===== config.mk =====
export PLATFORM = sky130hd
export DESIGN_NAME = wkgate_top
export DESIGN_NICKNAME = d
export VERILOG_FILES = /design/src/verilog/wkgate_sync.v /design/src/verilog/wkgate_stsreg.v /design/src/verilog/wkgate_top.v
export VERILOG_INCLUDE_DIRS = /design/src /design/src/verilog
export SDC_FILE = /design/constraint.sdc
export NUM_CORES = 1
export LEC_CHECK = 0
export ABC_AREA = 1
export BUFFER_PORTS_ARGS = -buffer_cell sky130_fd_sc_hd__buf_2
export CAP_MARGIN = 30
export CELL_PAD_IN_SITES_DETAIL_PLACEMENT = 1
export CELL_PAD_IN_SITES_GLOBAL_PLACEMENT = 1
export CORE_MARGIN = 2
export CORE_UTILIZATION = 43
export CTS_BUF_LIST = sky130_fd_sc_hd__clkbuf_2
export CTS_CLUSTER_DIAMETER = 30
export DETAILED_ROUTE_END_ITERATION = 8
export PLACE_DENSITY_LB_ADDON = 0.1
export SYNTH_ARGS = -nofsm -noshare
export SYNTH_HDL_FRONTEND = slang
export SYNTH_HIERARCHICAL = 1
export SYNTH_SLANG_ARGS = --single-unit

===== constraint.sdc =====
create_clock -name i_ref_clk -period 2.1 [get_ports i_ref_clk]
set_clock_uncertainty 0.1 [all_clocks]
set_input_delay 0.21 -clock i_ref_clk [delete_from_list [all_inputs] [get_ports i_ref_clk]]
set_output_delay 0.21 -clock i_ref_clk [all_outputs]
set_load 0.01 [all_outputs]

===== src/verilog/wkgate_regs.vh =====
// Register indices, field positions and reset values of the wake gate.
`ifndef WKGATE_REGS_VH
`define WKGATE_REGS_VH

// APB address and data widths, pin group width and interrupt field width.
`define WKG_ADDR_W        8
`define WKG_DATA_W        32
`define WKG_GRP_W         8
`define WKG_IRQ_W         3

// Register indices; the byte address is four times the index.
`define WKG_IDX_W         6
`define WKG_IDX_MSB       7
`define WKG_IDX_LSB       2
`define WKG_IDX_EN4       6'h0D
`define WKG_IDX_EN5       6'h0E
`define WKG_IDX_RSVD      6'h0F
`define WKG_IDX_CTRL      6'h20
`define WKG_IDX_STS4      6'h21
`define WKG_IDX_STS5      6'h22
`define WKG_IDX_IRQ_STS   6'h23
`define WKG_IDX_IRQ_MASK  6'h24

// Reset values.
`define WKG_EN_RST        8'h00
`define WKG_STS_RST       8'h00
`define WKG_IRQ_RST       3'h0
`define WKG_CTRL_RST      1'h0
`define WKG_BIT_RST       1'h0
`define WKG_WAKE_N_RST    1'h1
`define WKG_DATA_ZERO     32'h00000000
`define WKG_ZERO_PAD8     24'h000000
`define WKG_ZERO_PAD3     29'h00000000
`define WKG_ZERO_PAD1     31'h00000000

// Control register field.
`define WKG_CTRL_GLOBAL   0

// Interrupt status and mask fields.
`define WKG_IRQ_GRP4      0
`define WKG_IRQ_GRP5      1
`define WKG_IRQ_WAKE      2

`endif


===== src/verilog/wkgate_sync.v =====
// Two-flop synchroniser for a bus of independent level inputs.
module wkgate_sync #(
  parameter W = 8
) (
  // Clock and reset.
  input  wire         i_ref_clk,
  input  wire         i_rst_b,
  // Asynchronous levels in, synchronised levels out.
  input  wire [W-1:0] i_async,
  output wire [W-1:0] o_sync
);

  reg [W-1:0] meta_q;
  reg [W-1:0] sync_q;

  // The first stage feeds only the second stage.
  always @(posedge i_ref_clk) begin
    if (!i_rst_b) begin
      meta_q <= {W{1'b0}};
      sync_q <= {W{1'b0}};
    end else begin
      meta_q <= i_async;
      sync_q <= meta_q;
    end
  end

  assign o_sync = sync_q;

endmodule // wkgate_sync


===== src/verilog/wkgate_stsreg.v =====
// Sticky status register: hardware sets, software clears by writing one.
module wkgate_stsreg #(
  parameter W = 8
) (
  // Clock and reset.
  input  wire         i_ref_clk,
  input  wire         i_rst_b,
  // Set and clear strobes, one cycle each.
  input  wire [W-1:0] i_set,
  input  wire [W-1:0] i_clr,
  // Stored status.
  output wire [W-1:0] o_sts
);

  reg  [W-1:0] sts_q;
  wire [W-1:0] sts_d;

  // A set in the same cycle as a clear wins, so no event is lost.
  assign sts_d = (sts_q & ~i_clr) | i_set;

  always @(posedge i_ref_clk) begin
    if (!i_rst_b) begin
      sts_q <= {W{1'b0}};
    end else begin
      sts_q <= sts_d;
    end
  end

  assign o_sts = sts_q;

endmodule // wkgate_stsreg


===== src/verilog/wkgate_top.v =====
// Wake enable gating for pin groups four and five with an APB slave.
//
// Behaviour
// - Wake request asserts only if enable, latched status, global enable.
// - Disabled sources still latch status but never drive the wake request.
// - Enable index 0D bits map gpio_3_0..3_3, 4_1, 4_3, 6_0, 6_1.
// - Enable index 0E bits map gpio_5_0 through gpio_5_7 ascending.
// - Enable registers clear to zero only on standby rail power-on reset.
// - Index 0F reads zero in all bits; writes are ignored.
//
// The APB interface to the registers was left to the implementer.
`include "wkgate_regs.vh"

module wkgate_top (
  // Clock and standby rail power-on reset.
  input  wire                     i_ref_clk,
  input  wire                     i_rst_b,
  // APB slave.
  input  wire                     i_psel,
  input  wire                     i_penable,
  input  wire                     i_pwrite,
  input  wire [`WKG_ADDR_W-1:0]   i_paddr,
  input  wire [`WKG_DATA_W-1:0]   i_pwdata,
  output wire [`WKG_DATA_W-1:0]   o_prdata,
  output wire                     o_pready,
  output wire                     o_pslverr,
  // Wake source pins, bit order as the enable registers.
  input  wire [`WKG_GRP_W-1:0]    i_gpio_grp4,
  input  wire [`WKG_GRP_W-1:0]    i_gpio_grp5,
  // Shared wake request to the platform and local interrupt.
  output wire                     o_wake_request_n,
  output wire                     o_irq
);

  // Enable and control registers.
  reg  [`WKG_GRP_W-1:0]  en4_q;
  reg  [`WKG_GRP_W-1:0]  en4_d;
  reg  [`WKG_GRP_W-1:0]  en5_q;
  reg  [`WKG_GRP_W-1:0]  en5_d;
  reg                    global_q;
  reg                    global_d;
  reg  [`WKG_IRQ_W-1:0]  irq_mask_q;
  reg  [`WKG_IRQ_W-1:0]  irq_mask_d;

  // APB answer registers.
  reg  [`WKG_DATA_W-1:0] prdata_q;
  reg  [`WKG_DATA_W-1:0] prdata_d;
  reg                    pready_q;
  reg                    pslverr_q;
  reg                    pslverr_d;

  // Output registers.
  reg                    wake_n_q;
  reg                    irq_q;
  reg                    wake_pend_q;

  // Pin edge detection.
  reg  [`WKG_GRP_W-1:0]  prev4_q;
  reg  [`WKG_GRP_W-1:0]  prev5_q;
  wire [`WKG_GRP_W-1:0]  sync4;
  wire [`WKG_GRP_W-1:0]  sync5;
  wire [`WKG_GRP_W-1:0]  rise4;
  wire [`WKG_GRP_W-1:0]  rise5;

  // Status registers and their clear strobes.
  wire [`WKG_GRP_W-1:0]  sts4;
  wire [`WKG_GRP_W-1:0]  sts5;
  wire [`WKG_IRQ_W-1:0]  irq_sts;
  reg  [`WKG_GRP_W-1:0]  clr4;
  reg  [`WKG_GRP_W-1:0]  clr5;
  reg  [`WKG_IRQ_W-1:0]  clr_irq;
  wire [`WKG_IRQ_W-1:0]  irq_set;

  // Bus decode.
  wire [`WKG_IDX_W-1:0]  idx;
  wire                   setup;
  wire                   wr_acc;
  reg                    mapped;

  // Qualified sources.
  wire [`WKG_GRP_W-1:0]  qual4;
  wire [`WKG_GRP_W-1:0]  qual5;
  wire                   wake_pend;

  wkgate_sync #(
    .W (`WKG_GRP_W)
  ) u_sync4 (
    .i_ref_clk (i_ref_clk),
    .i_rst_b   (i_rst_b),
    .i_async   (i_gpio_grp4),
    .o_sync    (sync4)
  );

  wkgate_sync #(
    .W (`WKG_GRP_W)
  ) u_sync5 (
    .i_ref_clk (i_ref_clk),
    .i_rst_b   (i_rst_b),
    .i_async   (i_gpio_grp5),
    .o_sync    (sync5)
  );

  // A wake event is the rising edge of a synchronised pin level.
  always @(posedge i_ref_clk) begin
    if (!i_rst_b) begin
      prev4_q <= `WKG_STS_RST;
      prev5_q <= `WKG_STS_RST;
    end else begin
      prev4_q <= sync4;
      prev5_q <= sync5;
    end
  end

  assign rise4 = sync4 & ~prev4_q;
  assign rise5 = sync5 & ~prev5_q;

  // Status latches regardless of enable, so a disabled pin is still seen.
  wkgate_stsreg #(
    .W (`WKG_GRP_W)
  ) u_sts4 (
    .i_ref_clk (i_ref_clk),
    .i_rst_b   (i_rst_b),
    .i_set     (rise4),
    .i_clr     (clr4),
    .o_sts     (sts4)
  );

  wkgate_stsreg #(
    .W (`WKG_GRP_W)
  ) u_sts5 (
    .i_ref_clk (i_ref_clk),
    .i_rst_b   (i_rst_b),
    .i_set     (rise5),
    .i_clr     (clr5),
    .o_sts     (sts5)
  );

  // Bit i of each group's enable gates only bit i of the same group.
  assign qual4 = en4_q & sts4;
  assign qual5 = en5_q & sts5;
  assign wake_pend = global_q & ((|qual4) | (|qual5));

  // Interrupt events: new status in either group, wake request raised.
  assign irq_set[`WKG_IRQ_GRP4] = |rise4;
  assign irq_set[`WKG_IRQ_GRP5] = |rise5;
  assign irq_set[`WKG_IRQ_WAKE] = wake_pend & ~wake_pend_q;

  wkgate_stsreg #(
    .W (`WKG_IRQ_W)
  ) u_irq_sts (
    .i_ref_clk (i_ref_clk),
    .i_rst_b   (i_rst_b),
    .i_set     (irq_set),
    .i_clr     (clr_irq),
    .o_sts     (irq_sts)
  );

  // APB decode: ready is registered from the setup cycle, so no access has a wait state.
  assign idx    = i_paddr[`WKG_IDX_MSB:`WKG_IDX_LSB];
  assign setup  = i_psel & ~i_penable;
  assign wr_acc = i_psel & i_penable & pready_q & i_pwrite;

  always @* begin
    mapped   = 1'b1;
    prdata_d = `WKG_DATA_ZERO;
    case (idx)
      `WKG_IDX_EN4:      prdata_d = {`WKG_ZERO_PAD8, en4_q};
      `WKG_IDX_EN5:      prdata_d = {`WKG_ZERO_PAD8, en5_q};
      `WKG_IDX_RSVD:     prdata_d = `WKG_DATA_ZERO;
      `WKG_IDX_CTRL:     prdata_d = {`WKG_ZERO_PAD1, global_q};
      `WKG_IDX_STS4:     prdata_d = {`WKG_ZERO_PAD8, sts4};
      `WKG_IDX_STS5:     prdata_d = {`WKG_ZERO_PAD8, sts5};
      `WKG_IDX_IRQ_STS:  prdata_d = {`WKG_ZERO_PAD3, irq_sts};
      `WKG_IDX_IRQ_MASK: prdata_d = {`WKG_ZERO_PAD3, irq_mask_q};
      default: begin
        mapped   = 1'b0;
        prdata_d = `WKG_DATA_ZERO;
      end
    endcase
    pslverr_d = ~mapped;
  end

  // Register writes; the reserved index falls to the default branch, which changes nothing.
  always @* begin
    en4_d      = en4_q;
    en5_d      = en5_q;
    global_d   = global_q;
    irq_mask_d = irq_mask_q;
    clr4       = `WKG_STS_RST;
    clr5       = `WKG_STS_RST;
    clr_irq    = `WKG_IRQ_RST;
    if (wr_acc) begin
      case (idx)
        `WKG_IDX_EN4:      en4_d = i_pwdata[`WKG_GRP_W-1:0];
        `WKG_IDX_EN5:      en5_d = i_pwdata[`WKG_GRP_W-1:0];
        `WKG_IDX_CTRL:     global_d = i_pwdata[`WKG_CTRL_GLOBAL];
        `WKG_IDX_STS4:     clr4 = i_pwdata[`WKG_GRP_W-1:0];
        `WKG_IDX_STS5:     clr5 = i_pwdata[`WKG_GRP_W-1:0];
        `WKG_IDX_IRQ_STS:  clr_irq = i_pwdata[`WKG_IRQ_W-1:0];
        `WKG_IDX_IRQ_MASK: irq_mask_d = i_pwdata[`WKG_IRQ_W-1:0];
        default: begin
          en4_d = en4_q;
        end
      endcase
    end
  end

  // Only the standby rail power-on reset reaches the enables; other
  // resets of the host never enter this block, so they cannot clear them.
  always @(posedge i_ref_clk) begin
    if (!i_rst_b) begin
      en4_q      <= `WKG_EN_RST;
      en5_q      <= `WKG_EN_RST;
      global_q   <= `WKG_CTRL_RST;
      irq_mask_q <= `WKG_IRQ_RST;
    end else begin
      en4_q      <= en4_d;
      en5_q      <= en5_d;
      global_q   <= global_d;
      irq_mask_q <= irq_mask_d;
    end
  end

  // Answer registers: read data and error are captured in the setup
  // cycle and held through the access cycle.
  always @(posedge i_ref_clk) begin
    if (!i_rst_b) begin
      prdata_q  <= `WKG_DATA_ZERO;
      pready_q  <= `WKG_BIT_RST;
      pslverr_q <= `WKG_BIT_RST;
    end else if (setup) begin
      prdata_q  <= i_pwrite ? `WKG_DATA_ZERO : prdata_d;
      pready_q  <= 1'b1;
      pslverr_q <= pslverr_d;
    end else begin
      prdata_q  <= `WKG_DATA_ZERO;
      pready_q  <= 1'b0;
      pslverr_q <= 1'b0;
    end
  end

  // Outputs are registered, adding one cycle from cause to pin.
  always @(posedge i_ref_clk) begin
    if (!i_rst_b) begin
      wake_pend_q <= `WKG_BIT_RST;
      wake_n_q    <= `WKG_WAKE_N_RST;
      irq_q       <= `WKG_BIT_RST;
    end else begin
      wake_pend_q <= wake_pend;
      wake_n_q    <= ~wake_pend;
      irq_q       <= |(irq_sts & irq_mask_q);
    end
  end

  assign o_prdata         = prdata_q;
  assign o_pready         = pready_q;
  assign o_pslverr        = pslverr_q;
  assign o_wake_request_n = wake_n_q;
  assign o_irq            = irq_q;

endmodule // wkgate_top


Word level (Yosys, flattened, before mapping)
Index checks and enable logic that the tools add are counted.

Muxes and demuxes: 9. Eq/ne operators: 8. Reduce and logical (&&, ||, !) cells: 12. Bitwise logic cells: 29.

Operator list (count): $pmux W8 S7 (1); $and A8 B8 Y8 (6); $reduce_or A8 Y1 (5); $mux W8 (4); $not A8 Y8 (4); $eq A6 B6 Y1 const B (5); $eq A6 B4 Y1 const B (3); $or A8 B8 Y8 (2); $reduce_and A2 Y1 (5); $and A1 B1 Y1 (6); $and A3 B3 Y3 (2); $mux W3 (2); $not A1 Y1 (6); $reduce_or A3 Y1 (2); $not A3 Y3 (1); $or A3 B3 Y3 (1); $mux W1 (2); $or A1 B1 Y1 (1).

Output and inout bits: 36. Register bits after elaboration: 124. Input bits: 61.

Logic depth before layout (Yosys ltp)
Gate-level depths: netlist of run 1.

Depth after elaboration: 7. Mapped depth: 10.

Cells and area by module
The synthesis of run 1 kept the hierarchy.

Modules (own cells, without submodules): wkgate_top (cells an instance 418, times used 1, area each 2728.9 sq um, seq. area each 980.9 sq um); wkgate_sync (cells an instance 50, times used 2, area each 484.2 sq um, seq. area each 320.3 sq um); wkgate_stsreg (u_sts4 ...) (cells an instance 41, times used 2, area each 294.0 sq um, seq. area each 160.2 sq um); wkgate_stsreg (u_irq_sts) (cells an instance 16, times used 1, area each 112.6 sq um, seq. area each 60.1 sq um).

Least setup slack after synthesis of run 1
No wires, ideal clock.

Path type: register to register. Start point: reg pready_q (netlist: o_pready). End point: reg u_sts4.sts_q[3] (netlist: u_sts4/o_sts[3]). Slack: 604 ps. Setup time: 116 ps. Arrival: 1279 ps. Cell stages (with the launch flop): 9. Cell sequence: dfxtp_1 nand3_1 nor2_8 inv_1 clkbuf_1 nor3_1 inv_1 nand2_1 a21oi_1.

Cells in the longest elaborated chain, start to end: 6.

Ends and longest elaborated chain: from (decl) (line wkgate_top.v:48) `reg pready_q;`; from (signal assigned) (line wkgate_top.v:229) `` pready_q <= `WKG_BIT_RST; ``; $and A1 B1 Y1 (2 in series) (line wkgate_top.v:161) `assign wr_acc = i_psel & i_penable & pready_q & i_pwrite;`; $mux W8 (line wkgate_top.v:192) `if (wr_acc) begin`; named net clr4[3] (line wkgate_top.v:69) `` reg [`WKG_GRP_W-1:0] clr4; ``; $not A8 Y8 (line wkgate_stsreg.v:19) `assign sts_d = (sts_q & ~i_clr) | i_set;`; $and A8 B8 Y8 (line wkgate_stsreg.v:19); $or A8 B8 Y8 (line wkgate_stsreg.v:19); to (signal assigned) (line wkgate_stsreg.v:23) `sts_q <= {W{1'b0}};`; to (signal assigned) (line wkgate_stsreg.v:25) `sts_q <= sts_d;`; to (decl) (line wkgate_stsreg.v:15) `reg [W-1:0] sts_q;`.

The timed path passes the listed nets, and every way through them passes these cells. A chain may end at the register's enable or synchronous reset.

Worst setup path after layout of run 1
Start point: in i_rst_b. End point: reg prdata_q[3] (netlist: o_prdata[3]).

Cells in the longest elaborated chain, start to end: 2.

Ends and longest elaborated chain: from (decl) (line wkgate_top.v:17) `input wire i_rst_b,`; $not A1 Y1 (no source line); $reduce_or A3 Y1 (no source line); to (signal assigned) (line wkgate_top.v:228) `` prdata_q <= `WKG_DATA_ZERO; ``; to (signal assigned) (line wkgate_top.v:232) `` prdata_q <= i_pwrite ? `WKG_DATA_ZERO : prdata_d; ``; to (signal assigned) (line wkgate_top.v:236) `` prdata_q <= `WKG_DATA_ZERO; ``; to (decl) (line wkgate_top.v:46) `` reg [`WKG_DATA_W-1:0] prdata_q; ``.

No other way between the ends.

==> metrics.cfg, run 1 <==
[min_path]
min_delay_path_depth = 6
hold_path_end = en4_q[7]
hold_class = input pin to flop
min_from = i_paddr[7]

[critical_path]
setup.reg_to_reg.worst_slack_ps = 350
worstRegToRegCells = 7
critical_path_arrival_ps = 2420
timing.critical_path.mode_cell = dlygate4sd3_1
timing.critical_path.fanout_max = 11
worstPathCellList = dlygate4sd3_1 -> buf_2 -> nand3b_1 -> dlygate4sd3_1 -> inv_1 -> nand2_1 -> o21bai_1 -> nor2_1
crit_slowest_cell = dlygate4sd3_1
worstSetupPathType = input pin to flop
worst_setup_path_start_kind = input pin
worstReg2RegEnd = irq_mask_q[0]
worst_ep_required_time_ps = 2530
end_kind = flop
critical-path-max-stage-delay_ps = 580
worst_r2r_start = o_pready

[final_layout]
layout.filler_cells = 1343
multi_input_area_mm2 = 0.00163
final_util = 0.510
antenna_cells = 0
syn_to_final_growth_pct = 14.4
seq_area_mm2 = 0.00200
layout-drive-gt1-share = 0.152
numnets_final = 756

[clock_tree]
cts_root_buf = clkbuf_2
clk_latency_ps = 560
tritoncts_clock_tree = yes
tritoncts.num_buffers = 9
cts_hold_buf = 32
cts_buffer_depth = 2
post_cts.resized_instances = 0
cts_sinks = 100
clk_pin_slew_ps = 290
htree_levels = 3
post-cts-setup-buffers = 0

[detailed_routing]
route.layer.met1.wl_um = 4580
met2_wire_len_um = 5300
ant_nets = 0
firstDrtPassIters = 4
wl_um = 10300
met3_wl_post_dr_um = 338
drt_drc_violations_left = 0
top_layer = met4
route.detailed.wl_per_inst_um = 12.4
vias_per_cell = 4.48
drt-initial-drc-count = 49
vias = 3731

[grt]
grt_pass1_wl_um = 17200
grt.total_usage = 0.196
antenna_violations_before_repair = 0
grt_overflow = 0
grt_pass1_vias = 3773
grt_max_degree = 27

[timing]
final_setup_slack_of_the_worst_path_ps = 103
final.setup.tns_ps = 0
timing.final.setup_violations = 0
grt_setup_unrepaired = no
maxClockFrequency_mhz = 501
period_needed_ps = 2000
fin_crit_sh = 0.951
max_slew.worst_pin.slew_ps = 574
hold_viol_final = 0
relSlewSlack = 0.617
timing.final.max_slew_violations = 0

[power]
total_power_mw = 3.14
leakagePower_nw = 2.55
cellPowerDensity_mw_per_mm2 = 625
max-vdd-ir-drop_v = 0.000310

[floorplan]
initial_utilization = 0.446
core_area_mm2 = 0.00986
rows = 36
die_h_um = 105
fp.dieArea_mm2 = 0.0111
boundary_pin_count = 97
floorplan.die.width_um = 105

[yosys]
synth-seq-area-share = 0.455
synth_most_common_cell = nand2_1
post_synthesis_cell_type_count = 28
synth-main-ff-cell = dfxtp_1
synth_commonest_cells = nand2_1, inv_1, dfxtp_1
netlist_instances = 616
yosysTopAreaCellShare = 0.455
async_set_or_reset_flop_fraction_in_the_synthesized_netlist = 0
synthesis.yosys.warnings = 6
yosysTopAreaCell = dfxtp_1
mappedNetlistArea_mm2 = 0.00440
synth_area_per_cell_um2 = 7.14
number_of_flip_flops_and_latches_in_the_synthesized_netlist = 100
synth_enable_flop_cells = 0
synth_top_cells_by_area = dfxtp_1, nand2_1, inv_1, nor2_1, buf_4

[job]
maxCapViolCount = 0

[placed_design]
numPortBuffers = 46
gp_routability_congestion = 0.827
dpl_worst_slack_ps = 373
dp_hpwl_um = 7740

[run_status]
status = completed

## layout by cell type, fill, tap and decap left out
master | netlist | final
conb_1 | 1 | 24
nor3_1 | 12 | 12
o21ai_1 | 5 | 5
clkinvlp_4 | 0 | 1
o21ai_0 | 11 | 11
clkinv_8 | 0 | 1
inv_6 | 1 | 3
nor2_4 | 3 | 3
nand2_4 | 4 | 4
inv_1 | 135 | 135
nor2_1 | 61 | 61
dfxtp_1 | 100 | 100
nor2_2 | 6 | 6
buf_4 | 24 | 6
a21oi_1 | 35 | 35
nand3_2 | 2 | 2
buf_2 | 3 | 46
o21bai_1 | 1 | 1
dlygate4sd3_1 | 0 | 32
nand2_2 | 12 | 12
clkinv_4 | 0 | 2
nor4_1 | 4 | 4
inv_2 | 6 | 6
nand3b_1 | 1 | 1
o21ai_2 | 4 | 4
nor2_8 | 1 | 1
nand3_1 | 30 | 30
clkbuf_2 | 0 | 9
and3_1 | 1 | 1
nand2_1 | 141 | 141
## routing by layer
| metal | up-vias | GRT usage |
|---|---|---|
| li1 | 1925 | - |
| met1 | 1727 | 0.233 |
| met3 | 11 | 0.0443 |
| met5 | - | 0 |
| met4 | 0 | 0.0419 |
| met2 | 68 | 0.359 |
## final cells by class
type                       instances  area share
tap                              133      0.0331
timing repair buffer              84       0.118
multi-input combinational        358       0.323
clock buffer                       9     0.00895
inverter                         142       0.107
clock inverter                     6      0.0117
sequential                       100       0.398
## state kept, by name, indices dropped and copies added, names as in the netlist
register          cells
global_q              1
irq_mask_q            3
wake_pend_q           1
u_sts5/o_sts          8
u_sync4/o_sync        8
en5_q                 8
o_irq                 1
en4_q                 8
u_sync4/meta_q        8
o_prdata              8
u_sync5/meta_q        8
prev4_q               8
u_irq_sts/o_sts       3
o_pslverr             1
u_sts4/o_sts          8
o_wake_request_n      1
prev5_q               8
o_pready              1
u_sync5/o_sync        8
## per-stage QoR
stage	hold WS, ps	cells	cell area [um^2]
floorplan	202	639	4480
global placement	290	785	4610
detailed placement	294	785	4610
CTS	21.1	832	5030
global route	18.4	832	5030
finish	80.1	832	5030
## logic make-up (layout without fill, tap and decap cells)
group	Yosys count	count (layout)	share of synthesized area
AOI/OAI and AO/OA	56	56	0.0677
buffers and inverters	181	241	0.195
DFF	100	100	0.455
other	1	24	0.000853
and+or+nand+nor	278	278	0.282
## where the power goes
part | leakage (nW) | internal [mW] | switching [mW]
sequential | 0.817 | 1.96 | 0.0325
combinational | 1.67 | 0.115 | 0.176
clock | 0.0617 | 0.174 | 0.681
total | 2.55 | 2.25 | 0.889
## worst max-delay path by stage
stage                         from         endpoint  slack (ps)
after floorplan           o_pready  u_sts4/o_sts[3]         600
after global placement    o_pready    irq_mask_q[2]         460
after detailed placement  o_pready    irq_mask_q[0]         370
after CTS                  i_rst_b      o_prdata[3]         190
after global routing       i_rst_b      o_prdata[4]          80
final                      i_rst_b      o_prdata[3]         100
## critical path, delay by kind of cell
family	cells	cell delay (ps)
AND/OR/NAND/NOR	3	400
AO/OA/AOI/OAI	1	250
buffers and inverters	4	1560
No activity file was read; power rests on OpenSTA's default activity.
==> run 2, diff against run 1 <==
--- a/config.mk
+++ b/config.mk
@@ -11,7 +11,7 @@
 export CAP_MARGIN = 30
 export CELL_PAD_IN_SITES_DETAIL_PLACEMENT = 1
 export CELL_PAD_IN_SITES_GLOBAL_PLACEMENT = 1
-export CORE_MARGIN = 2
+export CORE_MARGIN = 10
 export CORE_UTILIZATION = 43
 export CTS_BUF_LIST = sky130_fd_sc_hd__clkbuf_2
 export CTS_CLUSTER_DIAMETER = 30
==> metrics.cfg, run 2 (synthesized netlist as in run 1, its figures left out) <==
[timing]
timing.final.setup_violations = 0
fin_crit_sh = 0.917
relSlewSlack = 0.631
hold_viol_final = 0
max_slew.worst_pin.slew_ps = 552
timing.final.max_slew_violations = 0
maxClockFrequency_mhz = 519
period_needed_ps = 1930
grt_setup_unrepaired = no
final_setup_slack_of_the_worst_path_ps = 174
final.setup.tns_ps = 0
finalHoldWorstSlack_ps = 40.2

[critical_path]
timing.critical_path.fanout_max = 11
worstSetupPathType = input pin to flop
worstRegToRegCells = 5
worst_r2r_start = o_pready
end_kind = flop
critical_path_arrival_ps = 2370
setup.reg_to_reg.worst_slack_ps = 390
worstReg2RegEnd = en5_q[2]
worst_setup_path_start_kind = input pin
worst_ep_required_time_ps = 2540

[detailed_routing]
drt_drc_violations_left = 0
drt-initial-drc-count = 110
firstDrtPassIters = 4
vias = 3763
vias_per_cell = 4.50
route.detailed.wl_per_inst_um = 13.3
ant_nets = 0
wl_um = 11100

[power]
cellPowerDensity_mw_per_mm2 = 634
total_power_mw = 3.22
leakagePower_nw = 2.57
max-vdd-ir-drop_v = 0.000313

[placed_design]
gp_routability_congestion = 0.840
placement.cell_area_mm2 = 0.00461
dpl.cell_count = 785
dp_hpwl_um = 8440
dpl_worst_slack_ps = 449
numPortBuffers = 46

[clock_tree]
post-cts-setup-buffers = 0
tritoncts_clock_tree = yes
cts_buffer_depth = 2
tritoncts.num_buffers = 9
htree_levels = 3
cts_root_buf = clkbuf_2
clk_pin_slew_ps = 300
clk_latency_ps = 570
cts_hold_buf = 35
cts_sinks = 100
post_cts.resized_instances = 0

[min_path]
min_delay_path_depth = 6
hold_class = input pin to flop
hold_path_end = o_prdata[0]
min_from = i_paddr[7]

[final_layout]
post_layout_nonfiller_instances = 836
numnets_final = 759
antenna_cells = 0
finish.instance_area_mm2 = 0.00508
final_util = 0.515
layout_commonest_cell = nand2_1
syn_to_final_growth_pct = 15.4
layout-drive-gt1-share = 0.151
layout.cells.most_common_list = nand2_1, inv_1, dfxtp_1

[grt]
grt_pass1_wl_um = 18700
antenna_violations_before_repair = 0
grt_overflow = 0
grt_max_degree = 28
grt.total_usage = 0.155
grt_pass1_vias = 3954

[floorplan]
boundary_pin_count = 97
rows = 36
core_area_mm2 = 0.00986
floorplan.die.width_um = 121
fp.dieArea_mm2 = 0.0147
initial_utilization = 0.446
die_h_um = 121

[job]
maxCapViolCount = 0

[run_status]
status = completed

==> run 2: worst max-delay path, cell delays in order <==
cell           delay, ps
dlygate4sd3_1        520
buf_2                290
nand3b_1             120
dlygate4sd3_1        580
inv_1                 80
nand2_1              170
o21bai_1             250
nor2_1               130
==> run 2: worst max-delay path by stage <==
stage / start / to / slack (ps) / cells after the start
global route: i_rst_b / o_prdata[3] / 10 / 8
detailed placement: o_pready / irq_mask_q[1] / 450 / 7
finish: i_rst_b / o_prdata[3] / 170 / 8
global placement: o_pready / irq_mask_q[2] / 530 / 7
CTS: i_rst_b / o_prdata[3] / 200 / 8
floorplan: o_pready / u_sts4/o_sts[3] / 600 / 8
==> run 2: power breakdown <==
group | switching (mW) | internal [mW]
Sequential | 0.0335 | 1.97
Clock | 0.727 | 0.194
Combinational | 0.179 | 0.118
==> run 2: final cells by class <==
cell class,count,area (um^2)
fill,1304,4790
sequential,100,2000
multi-input combinational,358,1630
timing repair buffer,87,626
inverter,142,538
tap,133,166
clock inverter,7,73.8
clock buffer,9,45.0
==> run 2: routing by layer <==
metal	up-vias	global-route usage	routed length [um]
met1	1760	0.182	4890
met4	0	0.0432	136
li1	1927	-	-
met5	-	0	0
met3	13	0.0335	466
met2	63	0.278	5600
==> run 3, diff against run 2 <==
--- a/config.mk
+++ b/config.mk
@@ -11,7 +11,6 @@
 export CAP_MARGIN = 30
 export CELL_PAD_IN_SITES_DETAIL_PLACEMENT = 1
 export CELL_PAD_IN_SITES_GLOBAL_PLACEMENT = 1
-export CORE_MARGIN = 10
 export CORE_UTILIZATION = 43
 export CTS_BUF_LIST = sky130_fd_sc_hd__clkbuf_2
 export CTS_CLUSTER_DIAMETER = 30
==> constraint.sdc (replaced) <==
create_clock -name i_ref_clk -period 2.1 [get_ports i_ref_clk]
set_clock_uncertainty 0.1 [all_clocks]
set_input_delay 0.63 -clock i_ref_clk [delete_from_list [all_inputs] [get_ports i_ref_clk]]
set_output_delay 0.63 -clock i_ref_clk [all_outputs]
set_load 0.01 [all_outputs]
==> metrics.cfg, run 3 (synthesized netlist as in run 1, its figures left out) <==
[final_layout]
layout-drive-gt1-share = 0.161
numnets_final = 726
antenna_cells = 0
layout_commonest_cell = nand2_1
layout.cells.most_common_list = nand2_1, inv_1, dfxtp_1
syn_to_final_growth_pct = 8.42

[detailed_routing]
drt_drc_violations_left = 0
route.detailed.wl_per_inst_um = 12.2
vias_per_cell = 4.36
wl_um = 9800
firstDrtPassIters = 4
ant_nets = 0
vias = 3502
drt-initial-drc-count = 64

[critical_path]
worst_path_dominant_cell_family = flip-flops
cp.buffers_inverters = 1
worst_setup_path_start_kind = flop
critical-path-max-stage-delay_ps = 390
critical_path_arrival_ps = 1070
worstSetupPathType = flop to output pin
worst_ep_required_time_ps = 1370
timing.critical_path.fanout_max = 1
end_kind = output pin
crit_slowest_cell = dfxtp_1
worstPathCellList = buf_2

[timing]
grt_setup_unrepaired = no
final.setup.tns_ps = 0
relSlewSlack = 0.599
timing.final.max_slew_violations = 0
finalHoldWorstSlack_ps = 115
period_needed_ps = 1800
final_setup_slack_of_the_worst_path_ps = 295
timing.final.setup_violations = 0
fin_crit_sh = 0.859
hold_viol_final = 0
max_slew.worst_pin.slew_ps = 600
maxClockFrequency_mhz = 554

[floorplan]
boundary_pin_count = 97
rows = 36
floorplan.die.width_um = 103
initial_utilization = 0.446
fp.dieArea_mm2 = 0.0106
die_h_um = 103
core_area_mm2 = 0.00986

[clock_tree]
post_cts.resized_instances = 0
clk_latency_ps = 570
clk_pin_slew_ps = 300
cts_buffer_depth = 2
tritoncts_clock_tree = yes
cts_sinks = 100
cts_root_buf = clkbuf_2
post-cts-setup-buffers = 0
tritoncts.num_buffers = 9
htree_levels = 3
cts_hold_buf = 0

[power]
max-vdd-ir-drop_v = 0.000454
leakagePower_nw = 2.45
cellPowerDensity_mw_per_mm2 = 677

[placed_design]
dpl_worst_slack_ps = 90.8
dp_hpwl_um = 7840
numPortBuffers = 46
gp_routability_congestion = 0.833

[job]
maxCapViolCount = 0

[min_path]
hold_class = input pin to flop

[run_status]
status = completed

[grt]
grt_pass1_vias = 3494
grt.total_usage = 0.203
antenna_violations_before_repair = 0
grt_overflow = 0
grt_max_degree = 31
grt_pass1_wl_um = 16200

## run 3: cell types whose count changed in the layout (fill, tap and decap cells not counted)
cell           previous run  this run
dlygate4sd3_1            35         0
buf_12                    0         1
buf_4                     6         7
bufinv_16                 0         1
clkinv_4                  2         3
clkinv_8                  2         1
inv_6                     2         1
## run 3: final timing paths
check | from | cells after the start | end | slack (ps)
max | o_irq | 1 | o_irq | 300
min | i_gpio_grp5[7] | 3 | u_sync5/meta_q[7] | 110
max reg2reg | o_pready | 7 | irq_mask_q[2] | 490
min reg2reg | u_sync5/o_sync[2] | 2 | prev5_q[2] | 300
## run 3: layer usage
layer / track usage / wire, um / share of wire
met1: 0.236 / 4390 / 0.45
met2: 0.374 / 4990 / 0.51
met3: 0.0366 / 268 / 0.027
met4: 0.0650 / 142 / 0.014
met5: 0 / 0 / 0
## run 3: layout make-up
type,instances,area (um^2)
repair buffers,54,303
fillers,1324,5100
clock inverters,7,87.6
inverters,142,538
multi-input cells,358,1630
flip-flops and latches,100,2000
clock buffers,9,45.0
well taps,133,166
## run 3: report_power, final
group          switching [mW]  leakage (nW)  internal (mW)  total, mW
clock                   0.685        0.0784          0.298      0.983
sequential             0.0330         0.817           1.96       2.00
combinational           0.168          1.55         0.0805      0.248
total                   0.886          2.45           2.34       3.23
## run 3: through the flow
stage	total power, mW	utilization	cell area (um^2)	cells
after CTS	3.28	0.483	4770	803
after global placement	2.27	0.470	4640	787
final	3.23	0.483	4770	803
after global routing	3.40	0.483	4770	803
after floorplan	2.22	-	4480	639
after detailed placement	2.28	0.470	4640	787
